===== config.mk =====
export PLATFORM = sky130hd
export DESIGN_NAME = srfd_top
export DESIGN_NICKNAME = d
export VERILOG_FILES = /design/src/unused.sv /design/src/srfd_pkg.sv /design/src/srfd_decode.sv /design/src/srfd_stage.sv /design/src/srfd_top.sv
export VERILOG_INCLUDE_DIRS = /design/src
export SDC_FILE = /design/constraint.sdc
export NUM_CORES = 1
export LEC_CHECK = 0
export BUFFER_PORTS_ARGS = -buffer_cell sky130_fd_sc_hd__buf_2
export CAP_MARGIN = 20
export CORE_AREA = 2 2 132 95
export CTS_CLUSTER_DIAMETER = 30
export DETAILED_ROUTE_END_ITERATION = 12
export DIE_AREA = 0 0 134 97
export PLACE_DENSITY = 0.65
export SYNTH_ARGS = -nofsm -noshare
export SYNTH_HDL_FRONTEND = slang
export SYNTH_SLANG_ARGS = --single-unit

===== constraint.sdc =====
create_clock -name pclk -period 5.5 [get_ports pclk]
set_input_delay 1.1 -clock pclk [delete_from_list [all_inputs] [get_ports pclk]]
set_output_delay 1.1 -clock pclk [all_outputs]
set_load 0.1 [all_outputs]

===== src/srfd_map.svh =====
`ifndef SRFD_MAP_SVH
`define SRFD_MAP_SVH

// register indices; byte address is four times the index
`define SRFD_IDX_DIVIDE   7'h18
`define SRFD_IDX_POWER    7'h19
`define SRFD_IDX_PULSE    7'h1a
`define SRFD_IDX_PHASE    7'h1b
`define SRFD_IDX_MODHI    7'h1c
`define SRFD_IDX_MODLO    7'h1f
`define SRFD_IDX_SINGLE   7'h70
`define SRFD_IDX_STATUS   7'h71

// reset values
`define SRFD_RST_DIVIDE   8'h00
`define SRFD_RST_POWER    8'h44
`define SRFD_RST_PULSE    8'h00
`define SRFD_RST_PHASE    8'h00
`define SRFD_RST_MODHI    8'h00
`define SRFD_RST_MODLO    8'h00
`define SRFD_RST_SINGLE   8'h00

// reserved bits read as zero
`define SRFD_MASK_MODHI   8'hf7
`define SRFD_MASK_SINGLE  8'h80

// field positions of the divide setting and of the power-down bit
`define SRFD_TOP_HI       7
`define SRFD_TOP_LO       6
`define SRFD_UPR_HI       5
`define SRFD_UPR_LO       4
`define SRFD_BIT3         3
`define SRFD_BIT2         2
`define SRFD_LOW_HI       1
`define SRFD_LOW_LO       0
`define SRFD_PD_BIT       7

// ratio constants
`define SRFD_RATIO_TWO    5'h02
`define SRFD_RATIO_FOUR   5'h04
`define SRFD_FINAL_DIV    16'h0002

`endif


===== src/unused.sv =====
`timescale 1ns/100ps


===== src/srfd_pkg.sv =====
package srfd_pkg;

  typedef logic [4:0] srfd_ratio_t;

  typedef struct packed {
    srfd_ratio_t top;
    srfd_ratio_t upper;
    srfd_ratio_t bit3;
    srfd_ratio_t bit2;
    srfd_ratio_t low;
  } srfd_ratios_s;

  typedef struct packed {
    logic [7:0] active;
    logic       running;
    logic       level;
  } srfd_status_s;

  typedef enum logic {
    ST_OFF = 1'b0,
    ST_RUN = 1'b1
  } srfd_state_e;

endpackage


===== src/srfd_decode.sv =====
`timescale 1ns/100ps
`include "srfd_map.svh"

module srfd_decode (
  input  wire logic                 [7:0] setting, // divide setting
  output srfd_pkg::srfd_ratios_s          ratios   // per-stage ratios
);
  import srfd_pkg::*;

  always_comb begin
    ratios.top   = srfd_ratio_t'(`SRFD_RATIO_TWO << setting[`SRFD_TOP_HI:`SRFD_TOP_LO]);
    ratios.upper = srfd_ratio_t'({3'h0, setting[`SRFD_UPR_HI:`SRFD_UPR_LO]}) + `SRFD_RATIO_TWO;
    ratios.bit3  = setting[`SRFD_BIT3] ? `SRFD_RATIO_FOUR : `SRFD_RATIO_TWO;
    ratios.bit2  = setting[`SRFD_BIT2] ? `SRFD_RATIO_FOUR : `SRFD_RATIO_TWO;
    ratios.low   = srfd_ratio_t'({3'h0, setting[`SRFD_LOW_HI:`SRFD_LOW_LO]}) + `SRFD_RATIO_TWO;
  end

endmodule


===== src/srfd_stage.sv =====
`timescale 1ns/100ps

module srfd_stage (
  input  wire logic                        pclk,    // clock
  input  wire logic                        presetn, // async reset, low
  input  wire logic                        clr,     // hold count at zero
  input  wire logic                        tick_i,  // advance enable
  input  wire srfd_pkg::srfd_ratio_t       ratio,   // divide ratio
  output logic                             tick_o   // terminal tick
);
  import srfd_pkg::*;

  logic [3:0] count_q;
  logic [3:0] count_d;
  logic [3:0] last;

  always_comb begin
    last    = 4'(ratio - 5'h01);
    tick_o  = tick_i && (count_q == last);
    count_d = count_q;
    if (clr) begin
      count_d = 4'h0;
    end else if (tick_i) begin
      count_d = (count_q == last) ? 4'h0 : 4'(count_q + 4'h1);
    end
  end

  always_ff @(posedge pclk or negedge presetn) begin
    if (!presetn) begin
      count_q <= 4'h0;
    end else begin
      count_q <= count_d;
    end
  end

endmodule


===== src/srfd_top.sv =====
// Added by the designer: register access over APB.
`timescale 1ns/100ps
`include "srfd_map.svh"

// How it works
// - The output period is two times the product of the five stage ratios, 64 at reset.
// - The top two setting bits pick a stage ratio of 2, 4, 8 or 16.
// - Bits 5:4 and 1:0 pick 2 to 5, and bits 3 and 2 each pick 2 or 4.
// - The divider runs while the power-down bit is 0 and stops when it is 1.
module srfd_top (
  input  wire logic                  pclk,           // clock, 200 MHz
  input  wire logic                  presetn,        // async reset, low
  input  wire logic                  psel,           // apb select
  input  wire logic                  penable,        // apb enable
  input  wire logic                  pwrite,         // apb direction
  input  wire logic           [11:0] paddr,          // apb byte address
  input  wire logic           [31:0] pwdata,         // apb write data
  output logic                [31:0] prdata,         // apb read data
  output logic                       pready,         // apb ready
  output logic                       pslverr,        // apb error
  output logic                       sysref_out,     // divided reference
  output logic                       sysref_powered  // reference blocks running
);
  import srfd_pkg::*;

  //////////////////////////////////////////////////////////////////////////////
  // apb register file

  logic [7:0]   divide_q, divide_d;
  logic [7:0]   power_q, power_d;
  logic [7:0]   pulse_q, pulse_d;
  logic [7:0]   phase_q, phase_d;
  logic [7:0]   modhi_q, modhi_d;
  logic [7:0]   modlo_q, modlo_d;
  logic [7:0]   single_q, single_d;
  logic [31:0]  prdata_q, prdata_d;
  logic [6:0]   idx;
  logic         aligned;
  logic         hit;
  logic         wr_en;
  logic [7:0]   wbyte;
  logic [7:0]   rbyte;
  srfd_status_s status;

  assign idx     = paddr[8:2];
  assign aligned = (paddr[1:0] == 2'h0) && (paddr[11:9] == 3'h0);
  assign wbyte   = pwdata[7:0];
  assign wr_en   = psel && penable && pwrite && hit;
  assign pready  = 1'b1;
  assign pslverr = psel && penable && !hit;
  assign prdata  = prdata_q;

  always_comb begin
    hit   = aligned;
    rbyte = 8'h00;
    case (idx)
      `SRFD_IDX_DIVIDE: rbyte = divide_q;
      `SRFD_IDX_POWER:  rbyte = power_q;
      `SRFD_IDX_PULSE:  rbyte = pulse_q;
      `SRFD_IDX_PHASE:  rbyte = phase_q;
      `SRFD_IDX_MODHI:  rbyte = modhi_q;
      `SRFD_IDX_MODLO:  rbyte = modlo_q;
      `SRFD_IDX_SINGLE: rbyte = single_q;
      `SRFD_IDX_STATUS: rbyte = 8'h00;
      default:          hit   = 1'b0;
    endcase
  end

  always_comb begin
    divide_d = divide_q;
    power_d  = power_q;
    pulse_d  = pulse_q;
    phase_d  = phase_q;
    modhi_d  = modhi_q;
    modlo_d  = modlo_q;
    single_d = single_q;
    prdata_d = prdata_q;
    if (wr_en) begin
      case (idx)
        `SRFD_IDX_DIVIDE: divide_d = wbyte;
        `SRFD_IDX_POWER:  power_d  = wbyte;
        `SRFD_IDX_PULSE:  pulse_d  = wbyte;
        `SRFD_IDX_PHASE:  phase_d  = wbyte;
        `SRFD_IDX_MODHI:  modhi_d  = wbyte & `SRFD_MASK_MODHI;
        `SRFD_IDX_MODLO:  modlo_d  = wbyte;
        `SRFD_IDX_SINGLE: single_d = wbyte & `SRFD_MASK_SINGLE;
        default:          divide_d = divide_q;
      endcase
    end
    // read data captured in setup so it comes from a flip-flop
    if (psel && !penable && !pwrite) begin
      if (hit && (idx == `SRFD_IDX_STATUS)) begin
        prdata_d = {22'h0, status};
      end else begin
        prdata_d = {24'h0, rbyte};
      end
    end
  end

  always_ff @(posedge pclk or negedge presetn) begin
    if (!presetn) begin
      divide_q <= `SRFD_RST_DIVIDE;
      power_q  <= `SRFD_RST_POWER;
      pulse_q  <= `SRFD_RST_PULSE;
      phase_q  <= `SRFD_RST_PHASE;
      modhi_q  <= `SRFD_RST_MODHI;
      modlo_q  <= `SRFD_RST_MODLO;
      single_q <= `SRFD_RST_SINGLE;
      prdata_q <= 32'h0;
    end else begin
      divide_q <= divide_d;
      power_q  <= power_d;
      pulse_q  <= pulse_d;
      phase_q  <= phase_d;
      modhi_q  <= modhi_d;
      modlo_q  <= modlo_d;
      single_q <= single_d;
      prdata_q <= prdata_d;
    end
  end

  //////////////////////////////////////////////////////////////////////////////
  // divider control

  srfd_state_e  state_q, state_d;
  logic [7:0]   active_q, active_d;
  logic         out_q, out_d;
  logic         pd;
  logic         run;
  logic         terminal;
  logic [5:0]   tick;
  srfd_ratios_s ratios;
  srfd_ratio_t  ratio_arr [5];

  assign pd             = power_q[`SRFD_PD_BIT];
  assign run            = (state_q == ST_RUN);
  assign tick[0]        = run;
  assign terminal       = tick[5];
  assign sysref_out     = out_q;
  assign sysref_powered = run;
  assign status.active  = active_q;
  assign status.running = run;
  assign status.level   = out_q;

  srfd_decode u_decode (
    .setting (active_q),
    .ratios  (ratios)
  );

  assign ratio_arr[0] = ratios.low;
  assign ratio_arr[1] = ratios.bit2;
  assign ratio_arr[2] = ratios.bit3;
  assign ratio_arr[3] = ratios.upper;
  assign ratio_arr[4] = ratios.top;

  // stage 0 advances every running clock; each later stage advances once per terminal tick of the stage below
  genvar gi;
  generate
    for (gi = 0; gi < 5; gi++) begin : g_stage
      srfd_stage u_stage (
        .pclk    (pclk),
        .presetn (presetn),
        .clr     (!run),
        .tick_i  (tick[gi]),
        .ratio   (ratio_arr[gi]),
        .tick_o  (tick[gi+1])
      );
    end
  endgenerate

  always_comb begin
    state_d  = pd ? ST_OFF : ST_RUN;
    active_d = active_q;
    out_d    = out_q;
    case (state_q)
      ST_OFF: begin
        active_d = divide_q;
        out_d    = 1'b0;
      end
      ST_RUN: begin
        if (terminal) begin
          out_d = !out_q;
          // only reload at the rising edge; all stages wrap to zero together
          if (!out_q) begin
            active_d = divide_q;
          end
        end
      end
      default: begin
        out_d = 1'b0;
      end
    endcase
    if (pd) begin
      out_d = 1'b0;
    end
  end

  always_ff @(posedge pclk or negedge presetn) begin
    if (!presetn) begin
      state_q  <= ST_OFF;
      active_q <= `SRFD_RST_DIVIDE;
      out_q    <= 1'b0;
    end else begin
      state_q  <= state_d;
      active_q <= active_d;
      out_q    <= out_d;
    end
  end

  //////////////////////////////////////////////////////////////////////////////
  // checks

  logic [15:0] per_cnt_q, per_cnt_d;
  logic [15:0] per_exp_q, per_exp_d;
  logic        per_ok_q, per_ok_d;
  logic        out_prev_q;
  logic [15:0] product;

  // full ratio of the active setting, for the period check
  assign product = `SRFD_FINAL_DIV * 16'(ratios.top) * 16'(ratios.upper)
                 * 16'(ratios.bit3) * 16'(ratios.bit2) * 16'(ratios.low);

  always_comb begin
    per_cnt_d = 16'(per_cnt_q + 16'h1);
    per_exp_d = per_exp_q;
    per_ok_d  = per_ok_q;
    if (!run) begin
      per_ok_d = 1'b0;
    end else if (out_q && !out_prev_q) begin
      per_cnt_d = 16'h1;
      per_exp_d = product;
      per_ok_d  = 1'b1;
    end
  end

  always_ff @(posedge pclk or negedge presetn) begin
    if (!presetn) begin
      per_cnt_q <= 16'h0;
      per_exp_q <= 16'h0;
      per_ok_q  <= 1'b0;
      out_prev_q <= 1'b0;
    end else begin
      per_cnt_q <= per_cnt_d;
      per_exp_q <= per_exp_d;
      per_ok_q  <= per_ok_d;
      out_prev_q <= out_q;
    end
  end

  property p_period;
    @(posedge pclk) disable iff (!presetn)
    (run && per_ok_q && $rose(out_q)) |-> (per_cnt_q == per_exp_q);
  endproperty
  a_period: assert property (p_period) else $error("output period wrong");

  property p_default_64;
    @(posedge pclk) disable iff (!presetn)
    (active_q == 8'h00) |-> (product == 16'h0040);
  endproperty
  a_default_64: assert property (p_default_64) else $error("default ratio not 64");

  property p_top_ratio;
    @(posedge pclk) disable iff (!presetn)
    (active_q[7:6] == 2'h3) |-> (ratios.top == 5'h10);
  endproperty
  a_top_ratio: assert property (p_top_ratio) else $error("top stage not 16");

  property p_upper_ratio;
    @(posedge pclk) disable iff (!presetn)
    (active_q[5:4] == 2'h3) |-> (ratios.upper == 5'h05);
  endproperty
  a_upper_ratio: assert property (p_upper_ratio) else $error("upper stage not 5");

  property p_bit_ratio;
    @(posedge pclk) disable iff (!presetn)
    active_q[3] |-> (ratios.bit3 == 5'h04) && (active_q[2] || ratios.bit2 == 5'h02);
  endproperty
  a_bit_ratio: assert property (p_bit_ratio) else $error("single-bit stage wrong");

  property p_bit2_ratio;
    @(posedge pclk) disable iff (!presetn)
    active_q[2] |-> (ratios.bit2 == 5'h04);
  endproperty
  a_bit2_ratio: assert property (p_bit2_ratio) else $error("bit 2 stage not 4");

  property p_low_ratio;
    @(posedge pclk) disable iff (!presetn)
    (active_q[1:0] == 2'h3) |-> (ratios.low == 5'h05);
  endproperty
  a_low_ratio: assert property (p_low_ratio) else $error("low stage not 5");

  property p_pd_stop;
    @(posedge pclk) disable iff (!presetn)
    pd |=> (!out_q && !run);
  endproperty
  a_pd_stop: assert property (p_pd_stop) else $error("divider runs in power down");

  property p_pd_run;
    @(posedge pclk) disable iff (!presetn)
    ((presetn && !pd) ##1 !pd) |-> run;
  endproperty
  a_pd_run: assert property (p_pd_run) else $error("divider not running");

  property p_load_boundary;
    @(posedge pclk) disable iff (!presetn)
    (run && $past(run) && (active_q != $past(active_q))) |-> ($rose(out_q));
  endproperty
  a_load_boundary: assert property (p_load_boundary) else $error("setting off boundary");

endmodule


### After elaboration in Yosys (flattened, before gate mapping)

Cells that the tools add are included.

* memories kept: 0
* logic and storage cells: 104
* memory bits (writable): 0
* input port bits: 49
* flip-flop bits (word level): 110
* output and inout port bits: 36
* bits in latches: 0
* memory bits (read-only): 0

* multiplexer cells: 26
* equal/unequal tests: 20
* multipliers: 0
* add/subtract/negate cells: 12
* reduce and logical (&&, ||, !) cells: 28
* magnitude comparators: 0
* bitwise logic cells: 1
* shift operators: 1
* divide/modulo/power cells: 0

Operator list (count)
* $mux W4: 14
* $pmux W8 S7: 1
* $eq A7 B5 Y1 const B: 6
* $add A4 B1 Y4 const B: 5
* $eq A4 B4 Y1: 5
* $mux W8: 2
* $pmux W8 S2: 1
* $reduce_and A2 Y1: 8
* $sub A3 B1 Y4 const B: 4
* $eq A7 B7 Y1 const B: 2
* $logic_and A1 B1 Y1: 13
* $mux W10: 1
* $ne A2 B1 Y1 const B: 5
* $reduce_or A8 Y1: 1
* $add A2 B2 Y3 const B: 2
* $mux W3: 2
* $logic_not A1 Y1: 4
* $mux W1: 4
* $shl A2 B2 Y4 const A: 1
* $sub A4 B1 Y4 const B: 1
* $logic_not A3 Y1: 1
* $ne A3 B2 Y1 const B: 1
* $logic_not A2 Y1: 1
* $ne A2 B2 Y1 const B: 1
* other kinds (2): 2

### Logic depth before layout (Yosys ltp)

Gate-level depths: netlist of the first run.

* depth after elaboration: 11
* mapped depth: 7
* mapped depth without buffers: 6

### By module

A second synthesis of the first run with hierarchy kept.

* cell total of the unflattened synthesis: 459
* area total of the unflattened synthesis: 5104.9 um^2

By module, submodules not included
* srfd_top: area an instance 3343.2 um^2, sequential area each 1704.1 um^2, cells an instance 273, times used 1
* srfd_stage: area an instance 317.8 um^2, sequential area each 100.1 um^2, cells an instance 32, times used 5
* srfd_decode: area an instance 172.7 um^2, sequential area each 0.0 um^2, cells an instance 26, times used 1

### Least setup slack after synthesis of the first run

OpenSTA, ideal clock, no wires.

* path type: input port to output port
* from: input port paddr[3]
* to: output port pslverr
* arrival time: 2482 ps
* stages on the path: 5
* setup slack: 1918 ps
* data required time: 4400 ps
* path buffers: 1
* cell sequence: buf_2 nor2b_1 o21ai_0 o2111ai_1 and3_1

* longest elaborated chain between the ends: 5
* elaborated cells on any way between the ends: 12
* classes of those cells: eq/ne (8); mux (1); reduce/logical (3)

Ends and longest elaborated chain
* start, declared: RTL line srfd_top.sv:16 `input wire logic [11:0] paddr,`
* $eq A7 B7 Y1 / $eq A7 B5 Y1 (equally long branches): RTL line srfd_top.sv:56 `case (idx)`
* $reduce_or A8 Y1 (no line) (*)
* $mux W1 (*): RTL line srfd_top.sv:56
* $logic_not A1 Y1 (*): RTL line srfd_top.sv:50 `assign pslverr = psel && penable && !hit;`
* $logic_and A1 B1 Y1 (*): RTL line srfd_top.sv:50
* end, declared: RTL line srfd_top.sv:20 `output logic pslverr,`

Every way passes the cells marked *; elsewhere a longest branch is shown, timed or not.

### Worst setup path in the final report of the first run

* from: input port paddr[2]
* to: output port pslverr

Same word-level chain as after synthesis.

==> results of run 1 <==
==> cells by family (layout without fill, tap and decap cells) <==
logic type / Yosys count / in the layout / share of synthesized area
AO/OA/AOI/OAI: 52 / 52 / 0.0815
XOR/XNOR: 16 / 16 / 0.0304
adder cells (fa/ha/maj): 7 / 7 / 0.0190
buffers and inverters: 37 / 59 / 0.0494
flip-flops: 88 / 88 / 0.478
multiplexers: 66 / 66 / 0.187
other: 2 / 23 / 0.00163
AND/OR/NAND/NOR: 116 / 116 / 0.153
==> state kept, by name, summed over array words and instances (netlist names) <==
name / flops
single_q: 1
power_q: 8
sysref_out: 1
pulse_q: 8
divide_q: 8
modhi_q: 7
active_q: 8
phase_q: 8
sysref_powered: 1
modlo_q: 8
g_stage.u_stage.count_q: 20
prdata: 10
==> metrics by stage <==
stage	hold WS (ps)	utilization	std cells
2_1_floorplan	420	-	405
3_3_place_gp	468	0.420	568
3_5_place_dp	468	0.420	568
4_1_cts	476	0.444	584
5_1_grt	505	0.444	584
6_report	480	0.444	584
==> worst reg2reg max path: stages, from the launching register on <==
cell and delay, ps:
sky130_fd_sc_hd__dfrtp_1 420, sky130_fd_sc_hd__ha_1 320, sky130_fd_sc_hd__xor2_1 170, sky130_fd_sc_hd__nor4_4 500, sky130_fd_sc_hd__nand4_4 210, sky130_fd_sc_hd__o31ai_4 620
sky130_fd_sc_hd__mux2_4 350
==> cell usage after synthesis, drive strengths merged, types with 6 or more instances <==
cell and n:
nand2 26, dfrtp 86, xnor2 8, and3 7
and2 11, mux4 8, a21boi 7, nor2 15
mux2 56, nand3 12, xor2 8, nor3b 6
o21ai 13, nor3 6, a21o 8, clkbuf 9
buf 25, ha 7
==> how the worst max path moves through the flow <==
| stage | to | slack, ps | cells past startpoint |
|---|---|---|---|
| floorplan | pslverr | 1920 | 5 |
| global placement | pslverr | 1730 | 6 |
| detailed placement | pslverr | 1670 | 6 |
| CTS | pslverr | 1680 | 6 |
| global route | pslverr | 1570 | 6 |
| finish | pslverr | 1700 | 6 |
==> final cells by class <==
| type | instances | area, µm² |
|---|---|---|
| inverters | 3 | 11.3 |
| clock buffers | 10 | 229 |
| well taps | 157 | 196 |
| multi-input cells | 280 | 2250 |
| clock inverters | 6 | 45.0 |
| flip-flops and latches | 88 | 2200 |
| repair buffers | 40 | 210 |
| fillers | 1099 | 6450 |
==> report_power, final <==
| part | internal, W | switching (W) | total, W |
|---|---|---|---|
| Clock | 0.000308 | 0.000262 | 0.000570 |
| Sequential | 0.000699 | 0.0000686 | 0.000768 |
| Combinational | 0.000113 | 0.000274 | 0.000387 |
==> routing by layer <==
| metal | routed length [µm] | share of wire | track usage |
|---|---|---|---|
| met1 | 4740 | 0.48 | 0.232 |
| met5 | 13 | 0.0013 | 0 |
| met3 | 690 | 0.069 | 0.0571 |
| met4 | 131 | 0.013 | 0.0458 |
| met2 | 4390 | 0.44 | 0.241 |
==> flow_results.xml, run 1 <==
<?xml version="1.0" encoding="UTF-8"?>
<metrics>
  <group name="clocking">
    <metric name="setup_bufs_post_cts" unit="">0</metric>
    <metric name="cts-root-buf" unit="">sky130_fd_sc_hd__clkbuf_16</metric>
    <metric name="cts_hold_buffers" unit="">0</metric>
    <metric name="clk_latency" unit="ps">340</metric>
    <metric name="ctsResizeCount" unit="">0</metric>
    <metric name="cts-buffers-inserted" unit="">9</metric>
    <metric name="ctsLongestPathBuffers" unit="">2</metric>
    <metric name="htreeDepth" unit="">3</metric>
    <metric name="cts.sink_count" unit="">88</metric>
    <metric name="tritoncts" unit="">done</metric>
    <metric name="worst_setup_hold_path_clk_slew" unit="ps">60</metric>
  </group>
  <group name="placed_design">
    <metric name="global_placer_s_final_weighted_congestion" unit="">0.834</metric>
    <metric name="place_worst_setup_slack" unit="ps">1670</metric>
    <metric name="io_buffer_count" unit="">37</metric>
    <metric name="postPlaceCellArea" unit="µm²">4880</metric>
    <metric name="dp_hpwl" unit="µm">7210</metric>
  </group>
  <group name="route">
    <metric name="initialDrtViolationCount" unit="">187</metric>
    <metric name="finalWirelength" unit="µm">9960</metric>
    <metric name="via_count" unit="">3080</metric>
    <metric name="drt-pass1-iter-count" unit="">5</metric>
    <metric name="detail_route.wl_per_cell" unit="µm">17.1</metric>
    <metric name="vias_per_cell" unit="">5.27</metric>
    <metric name="drc_errors_left" unit="">0</metric>
    <metric name="drt.antenna.violating_nets" unit="">0</metric>
  </group>
  <group name="worst_hold_path">
    <metric name="worst_hold_path.num_cells" unit="">1</metric>
    <metric name="timing.hold.worst.class" unit="">register to register</metric>
    <metric name="min-delay-start" unit="">power_q[7]</metric>
    <metric name="min_delay_endpoint" unit="">sysref_powered</metric>
  </group>
  <group name="global_route">
    <metric name="pin_count_of_the_biggest_net_entering_global_routing" unit="">57</metric>
    <metric name="grt_pass1_wl" unit="µm">16600</metric>
    <metric name="grt_usage" unit="">0.165</metric>
    <metric name="first_global_vias" unit="">3164</metric>
    <metric name="gr-total-overflow" unit="">0</metric>
    <metric name="antenna_found_initial" unit="">1</metric>
  </group>
  <group name="worst_setup_path">
    <metric name="cp-start-kind" unit="">input port</metric>
    <metric name="critical-path-max-stage-delay" unit="ps">420</metric>
    <metric name="critical_path_class" unit="">input port to output pin</metric>
    <metric name="timing.rr.end" unit="">active_q[4]</metric>
    <metric name="reg2reg_setup_slack" unit="ps">2780</metric>
    <metric name="worst-endpoint-arrival" unit="ps">2700</metric>
    <metric name="timing.critical_path.from" unit="">paddr[2]</metric>
    <metric name="critPathMaxFanout" unit="">15</metric>
    <metric name="critical_path.most_common_cell" unit="">sky130_fd_sc_hd__buf_2</metric>
    <metric name="crit_chain" unit="">buf_2 &gt; nor2b_1 &gt; o21ai_0 &gt; o2111ai_1 &gt; and3_1 &gt; buf_2</metric>
    <metric name="timing.critical_path.max_delay_family" unit="">buffers and inverters</metric>
    <metric name="critical_path_required" unit="ps">4400</metric>
    <metric name="path_buf_inv" unit="">2</metric>
    <metric name="critical_path.reg2reg.startpoint" unit="">active_q[4]</metric>
    <metric name="rr_worst_depth" unit="">6</metric>
    <metric name="critPathCaptureType" unit="">output pin</metric>
    <metric name="cp_slowest_cell" unit="">sky130_fd_sc_hd__buf_2</metric>
  </group>
  <group name="logic_synthesis">
    <metric name="synth_largest_area_cell" unit="">sky130_fd_sc_hd__dfrtp_1</metric>
    <metric name="yosysTopAreaCellShare" unit="">0.467</metric>
    <metric name="ys_seq_area_frac" unit="">0.478</metric>
    <metric name="synth-warning-count" unit="">0</metric>
    <metric name="ys_async_sr_fraction" unit="">1.00</metric>
    <metric name="edff_count_synth" unit="">0</metric>
    <metric name="yosys_register_bits" unit="">88</metric>
    <metric name="ys_top_cells_by_area" unit="">sky130_fd_sc_hd__dfrtp_1 47%, sky130_fd_sc_hd__mux2_2 12%, sky130_fd_sc_hd__mux4_2 3.9%</metric>
    <metric name="synth_ff_type" unit="">sky130_fd_sc_hd__dfrtp_1</metric>
    <metric name="syn-cell-area" unit="µm²">4610</metric>
    <metric name="post_synth_num_cell_types" unit="">59</metric>
    <metric name="syn_inst" unit="">384</metric>
    <metric name="synthesis.area_per_instance" unit="µm²">12.0</metric>
  </group>
  <group name="sta">
    <metric name="hold_violations" unit="">0</metric>
    <metric name="final_critical_path_setup_slack" unit="ps">1700</metric>
    <metric name="worst_relative_slew_slack" unit="">0.406</metric>
    <metric name="min_period_over_period" unit="">0.691</metric>
    <metric name="clock_skew" unit="ps">4.79</metric>
    <metric name="finalSetupViolations" unit="">0</metric>
    <metric name="fmax" unit="MHz">263</metric>
    <metric name="finalSetupTns" unit="ps">0</metric>
    <metric name="finalMaxSlewViolations" unit="">0</metric>
    <metric name="layout_min_cycle_time" unit="ps">3800</metric>
    <metric name="worstMarginPinSlew" unit="ps">883</metric>
    <metric name="setup_repair_after_global_routing_missed_its_margin" unit="">no</metric>
  </group>
  <group name="pwr">
    <metric name="cellPowerDensity" unit="nW/µm²">335</metric>
    <metric name="leakagePower" unit="nW">2.45</metric>
    <metric name="finalPower" unit="W">0.00172</metric>
    <metric name="ir_drop" unit="µV">152</metric>
  </group>
  <group name="die">
    <metric name="floorplan.initialDensity" unit="">0.397</metric>
    <metric name="io_pins" unit="">85</metric>
    <metric name="floorplan.core_area" unit="µm²">11600</metric>
    <metric name="die_area" unit="µm²">13000</metric>
    <metric name="fp-row-count" unit="">33</metric>
    <metric name="floorplan.die.width" unit="µm">134</metric>
    <metric name="die_h" unit="µm">97</metric>
  </group>
  <group name="layout">
    <metric name="most_frequent_cells_in_the_layout" unit="">86 x sky130_fd_sc_hd__dfrtp_1, 48 x sky130_fd_sc_hd__mux2_2, 36 x sky130_fd_sc_hd__buf_2</metric>
    <metric name="stdcell_area" unit="µm²">5150</metric>
    <metric name="drive_above_1_share" unit="">0.302</metric>
    <metric name="area_growth" unit="%">11.8</metric>
    <metric name="most_common_cell_after_layout_fill_and_taps_aside" unit="">sky130_fd_sc_hd__dfrtp_1</metric>
    <metric name="count_of_nets_after_finishing" unit="">478</metric>
    <metric name="diodes" unit="">0</metric>
  </group>
  <group name="run">
    <metric name="timing.max_cap.violations" unit="">0</metric>
  </group>
  <group name="run_status">
    <metric name="result_of_the_run" unit="">complete, no violations</metric>
  </group>
</metrics>
(Power assumes the default switching activity.)
==> run 2: changes to the inputs <==
==> constraint.sdc (replaced) <==
create_clock -name pclk -period 4 [get_ports pclk]
set_input_delay 0.8 -clock pclk [delete_from_list [all_inputs] [get_ports pclk]]
set_output_delay 0.8 -clock pclk [all_outputs]
set_load 0.1 [all_outputs]
==> run 2 against run 1 <==
Clock power is 37% higher. Largest cell class unchanged. Non-clock buffer count is 2 higher. Power is 37% higher. Design area is 0.36% higher. Largest power group unchanged. Critical endpoint unchanged.
==> flow_results.xml, run 2 (synthesized netlist as in run 1, its figures left out) <==
<?xml version="1.0" encoding="UTF-8"?>
<metrics>
  <group name="run_status">
    <metric name="result_of_the_run" unit="">complete, no violations</metric>
  </group>
  <group name="clocking">
    <metric name="worst_setup_hold_path_clk_slew" unit="ps">60</metric>
    <metric name="ctsResizeCount" unit="">0</metric>
    <metric name="tritoncts" unit="">done</metric>
    <metric name="cts.sink_count" unit="">88</metric>
    <metric name="htreeDepth" unit="">3</metric>
    <metric name="cts_hold_buffers" unit="">0</metric>
    <metric name="setup_bufs_post_cts" unit="">0</metric>
    <metric name="cts-root-buf" unit="">sky130_fd_sc_hd__clkbuf_16</metric>
    <metric name="clk_latency" unit="ps">340</metric>
    <metric name="ctsLongestPathBuffers" unit="">2</metric>
    <metric name="cts-buffers-inserted" unit="">9</metric>
  </group>
  <group name="worst_hold_path">
    <metric name="timing.hold.worst.class" unit="">register to register</metric>
    <metric name="min-delay-start" unit="">power_q[7]</metric>
  </group>
  <group name="placed_design">
    <metric name="global_placer_s_final_weighted_congestion" unit="">0.852</metric>
    <metric name="io_buffer_count" unit="">37</metric>
    <metric name="place_inst" unit="">570</metric>
    <metric name="dp_hpwl" unit="µm">7180</metric>
    <metric name="place_worst_setup_slack" unit="ps">781</metric>
  </group>
  <group name="layout">
    <metric name="post-route-util" unit="">0.446</metric>
    <metric name="most_frequent_cells_in_the_layout" unit="">86 x sky130_fd_sc_hd__dfrtp_1, 48 x sky130_fd_sc_hd__mux2_2, 36 x sky130_fd_sc_hd__buf_2</metric>
    <metric name="diodes" unit="">0</metric>
    <metric name="number_of_flip_flops_under_the_largest_register_name" unit="">20</metric>
    <metric name="most_common_cell_after_layout_fill_and_taps_aside" unit="">sky130_fd_sc_hd__dfrtp_1</metric>
    <metric name="drive_above_1_share" unit="">0.303</metric>
    <metric name="count_of_nets_after_finishing" unit="">480</metric>
    <metric name="final_cell_count_no_fill" unit="">586</metric>
    <metric name="area_growth" unit="%">12.2</metric>
    <metric name="largest-register" unit="">g_stage.u_stage.count_q</metric>
  </group>
  <group name="pwr">
    <metric name="netSwitchingPower" unit="W">0.000797</metric>
    <metric name="switching_share" unit="">0.337</metric>
    <metric name="share_seq_of_total_power" unit="">0.447</metric>
    <metric name="ir_drop" unit="µV">229</metric>
    <metric name="leakagePower" unit="nW">2.47</metric>
    <metric name="comb_power_share" unit="">0.224</metric>
    <metric name="pwr-share-clk" unit="">0.329</metric>
    <metric name="internal_power" unit="W">0.00157</metric>
    <metric name="cellPowerDensity" unit="nW/µm²">458</metric>
  </group>
  <group name="die">
    <metric name="die_area" unit="µm²">13000</metric>
    <metric name="die_h" unit="µm">97</metric>
    <metric name="floorplan.die.width" unit="µm">134</metric>
    <metric name="floorplan.initialDensity" unit="">0.397</metric>
    <metric name="fp-row-count" unit="">33</metric>
    <metric name="floorplan.core_area" unit="µm²">11600</metric>
    <metric name="io_pins" unit="">85</metric>
  </group>
  <group name="sta">
    <metric name="finalMaxSlewViolations" unit="">0</metric>
    <metric name="worst_relative_slew_slack" unit="">0.334</metric>
    <metric name="setup_repair_after_global_routing_missed_its_margin" unit="">no</metric>
    <metric name="finalSetupTns" unit="ps">0</metric>
    <metric name="holdWs" unit="ps">473</metric>
    <metric name="final_critical_path_setup_slack" unit="ps">781</metric>
    <metric name="finalSetupViolations" unit="">0</metric>
    <metric name="hold_violations" unit="">0</metric>
    <metric name="worstMarginPinSlew" unit="ps">984</metric>
    <metric name="fmax" unit="MHz">311</metric>
    <metric name="min_period_over_period" unit="">0.805</metric>
    <metric name="layout_min_cycle_time" unit="ps">3220</metric>
    <metric name="clock_skew" unit="ps">6.53</metric>
  </group>
  <group name="global_route">
    <metric name="grt_usage" unit="">0.162</metric>
    <metric name="pin_count_of_the_biggest_net_entering_global_routing" unit="">66</metric>
    <metric name="gr-total-overflow" unit="">0</metric>
    <metric name="grt_pass1_wl" unit="µm">16200</metric>
    <metric name="antenna_found_initial" unit="">1</metric>
    <metric name="first_global_vias" unit="">3087</metric>
  </group>
  <group name="worst_setup_path">
    <metric name="critPathMaxFanout" unit="">15</metric>
    <metric name="critical_path.reg2reg.startpoint" unit="">active_q[4]</metric>
    <metric name="critical-path-max-stage-delay" unit="ps">420</metric>
    <metric name="worst-endpoint-arrival" unit="ps">2420</metric>
    <metric name="cp-start-kind" unit="">input port</metric>
    <metric name="critical_path.most_common_cell" unit="">sky130_fd_sc_hd__buf_2</metric>
    <metric name="cp_slowest_cell" unit="">sky130_fd_sc_hd__buf_2</metric>
    <metric name="critical_path_class" unit="">input port to output pin</metric>
    <metric name="crit_chain" unit="">buf_2 &gt; nor2b_1 &gt; o21ai_0 &gt; o2111ai_1 &gt; and3_1 &gt; buf_2</metric>
    <metric name="timing.critical_path.from" unit="">paddr[2]</metric>
    <metric name="critical_path_required" unit="ps">3200</metric>
    <metric name="critPathCaptureType" unit="">output pin</metric>
  </group>
  <group name="route">
    <metric name="drt-pass1-iter-count" unit="">4</metric>
    <metric name="initialDrtViolationCount" unit="">193</metric>
    <metric name="via_count" unit="">3038</metric>
    <metric name="vias_per_cell" unit="">5.18</metric>
    <metric name="drt.antenna.violating_nets" unit="">0</metric>
    <metric name="finalWirelength" unit="µm">9940</metric>
    <metric name="detail_route.wl_per_cell" unit="µm">17.0</metric>
    <metric name="drc_errors_left" unit="">0</metric>
  </group>
  <group name="run">
    <metric name="timing.max_cap.violations" unit="">0</metric>
  </group>
</metrics>
## run 2: path summary, 6_finish.rpt
| kind | to | slack (ps) | cells past startpoint |
|---|---|---|---|
| worst max-delay path | pslverr | 780 | 6 |
| worst min-delay path | sysref_powered | 470 | 1 |
| worst max register to register | active_q[5] | 1250 | 6 |
| worst min register to register | sysref_powered | 470 | 1 |
| max in group asynchronous | power_q[2] | 2560 | 2 |
| min in group asynchronous | g_stage[1].u_stage.count_q[0] | 560 | 1 |
## run 2: layer usage
layer,track usage,part of all wire
met1,0.228,0.49
met2,0.240,0.45
met3,0.0529,0.056
met4,0.0409,0.0051
met5,0,0.0013
## run 2: metrics by stage
| stage | cell area [µm²] | power, W |
|---|---|---|
| after floorplan | 4690 | 0.00150 |
| after global placement | 4890 | 0.00158 |
| after detailed placement | 4890 | 0.00161 |
| after CTS | 5170 | 0.00240 |
| after global routing | 5170 | 0.00249 |
| final | 5170 | 0.00237 |
## run 2: layout make-up
class	instances	area [µm²]
clock buffers	13	260
clock inverters	3	17.5
fillers	1114	6430
inverters	3	11.3
multi-input cells	280	2250
flip-flops and latches	88	2200
well taps	157	196
repair buffers	42	225
## run 2: power by group through the flow
stage / Clock, W / Sequential (W) / Combinational, W
2_1_floorplan: 0 / 0.00114 / 0.000360
3_3_place_gp: 0 / 0.00107 / 0.000517
3_5_place_dp: 0 / 0.00107 / 0.000533
4_1_cts: 0.000807 / 0.00106 / 0.000535
5_1_grt: 0.000841 / 0.00107 / 0.000579
6_report: 0.000779 / 0.00106 / 0.000529
## run 2: critical path, delay by kind of cell
kind,cells,cell delay (ps)
and+or+nand+nor,2,490
buffers and inverters,2,770
AOI/OAI and AO/OA,2,340
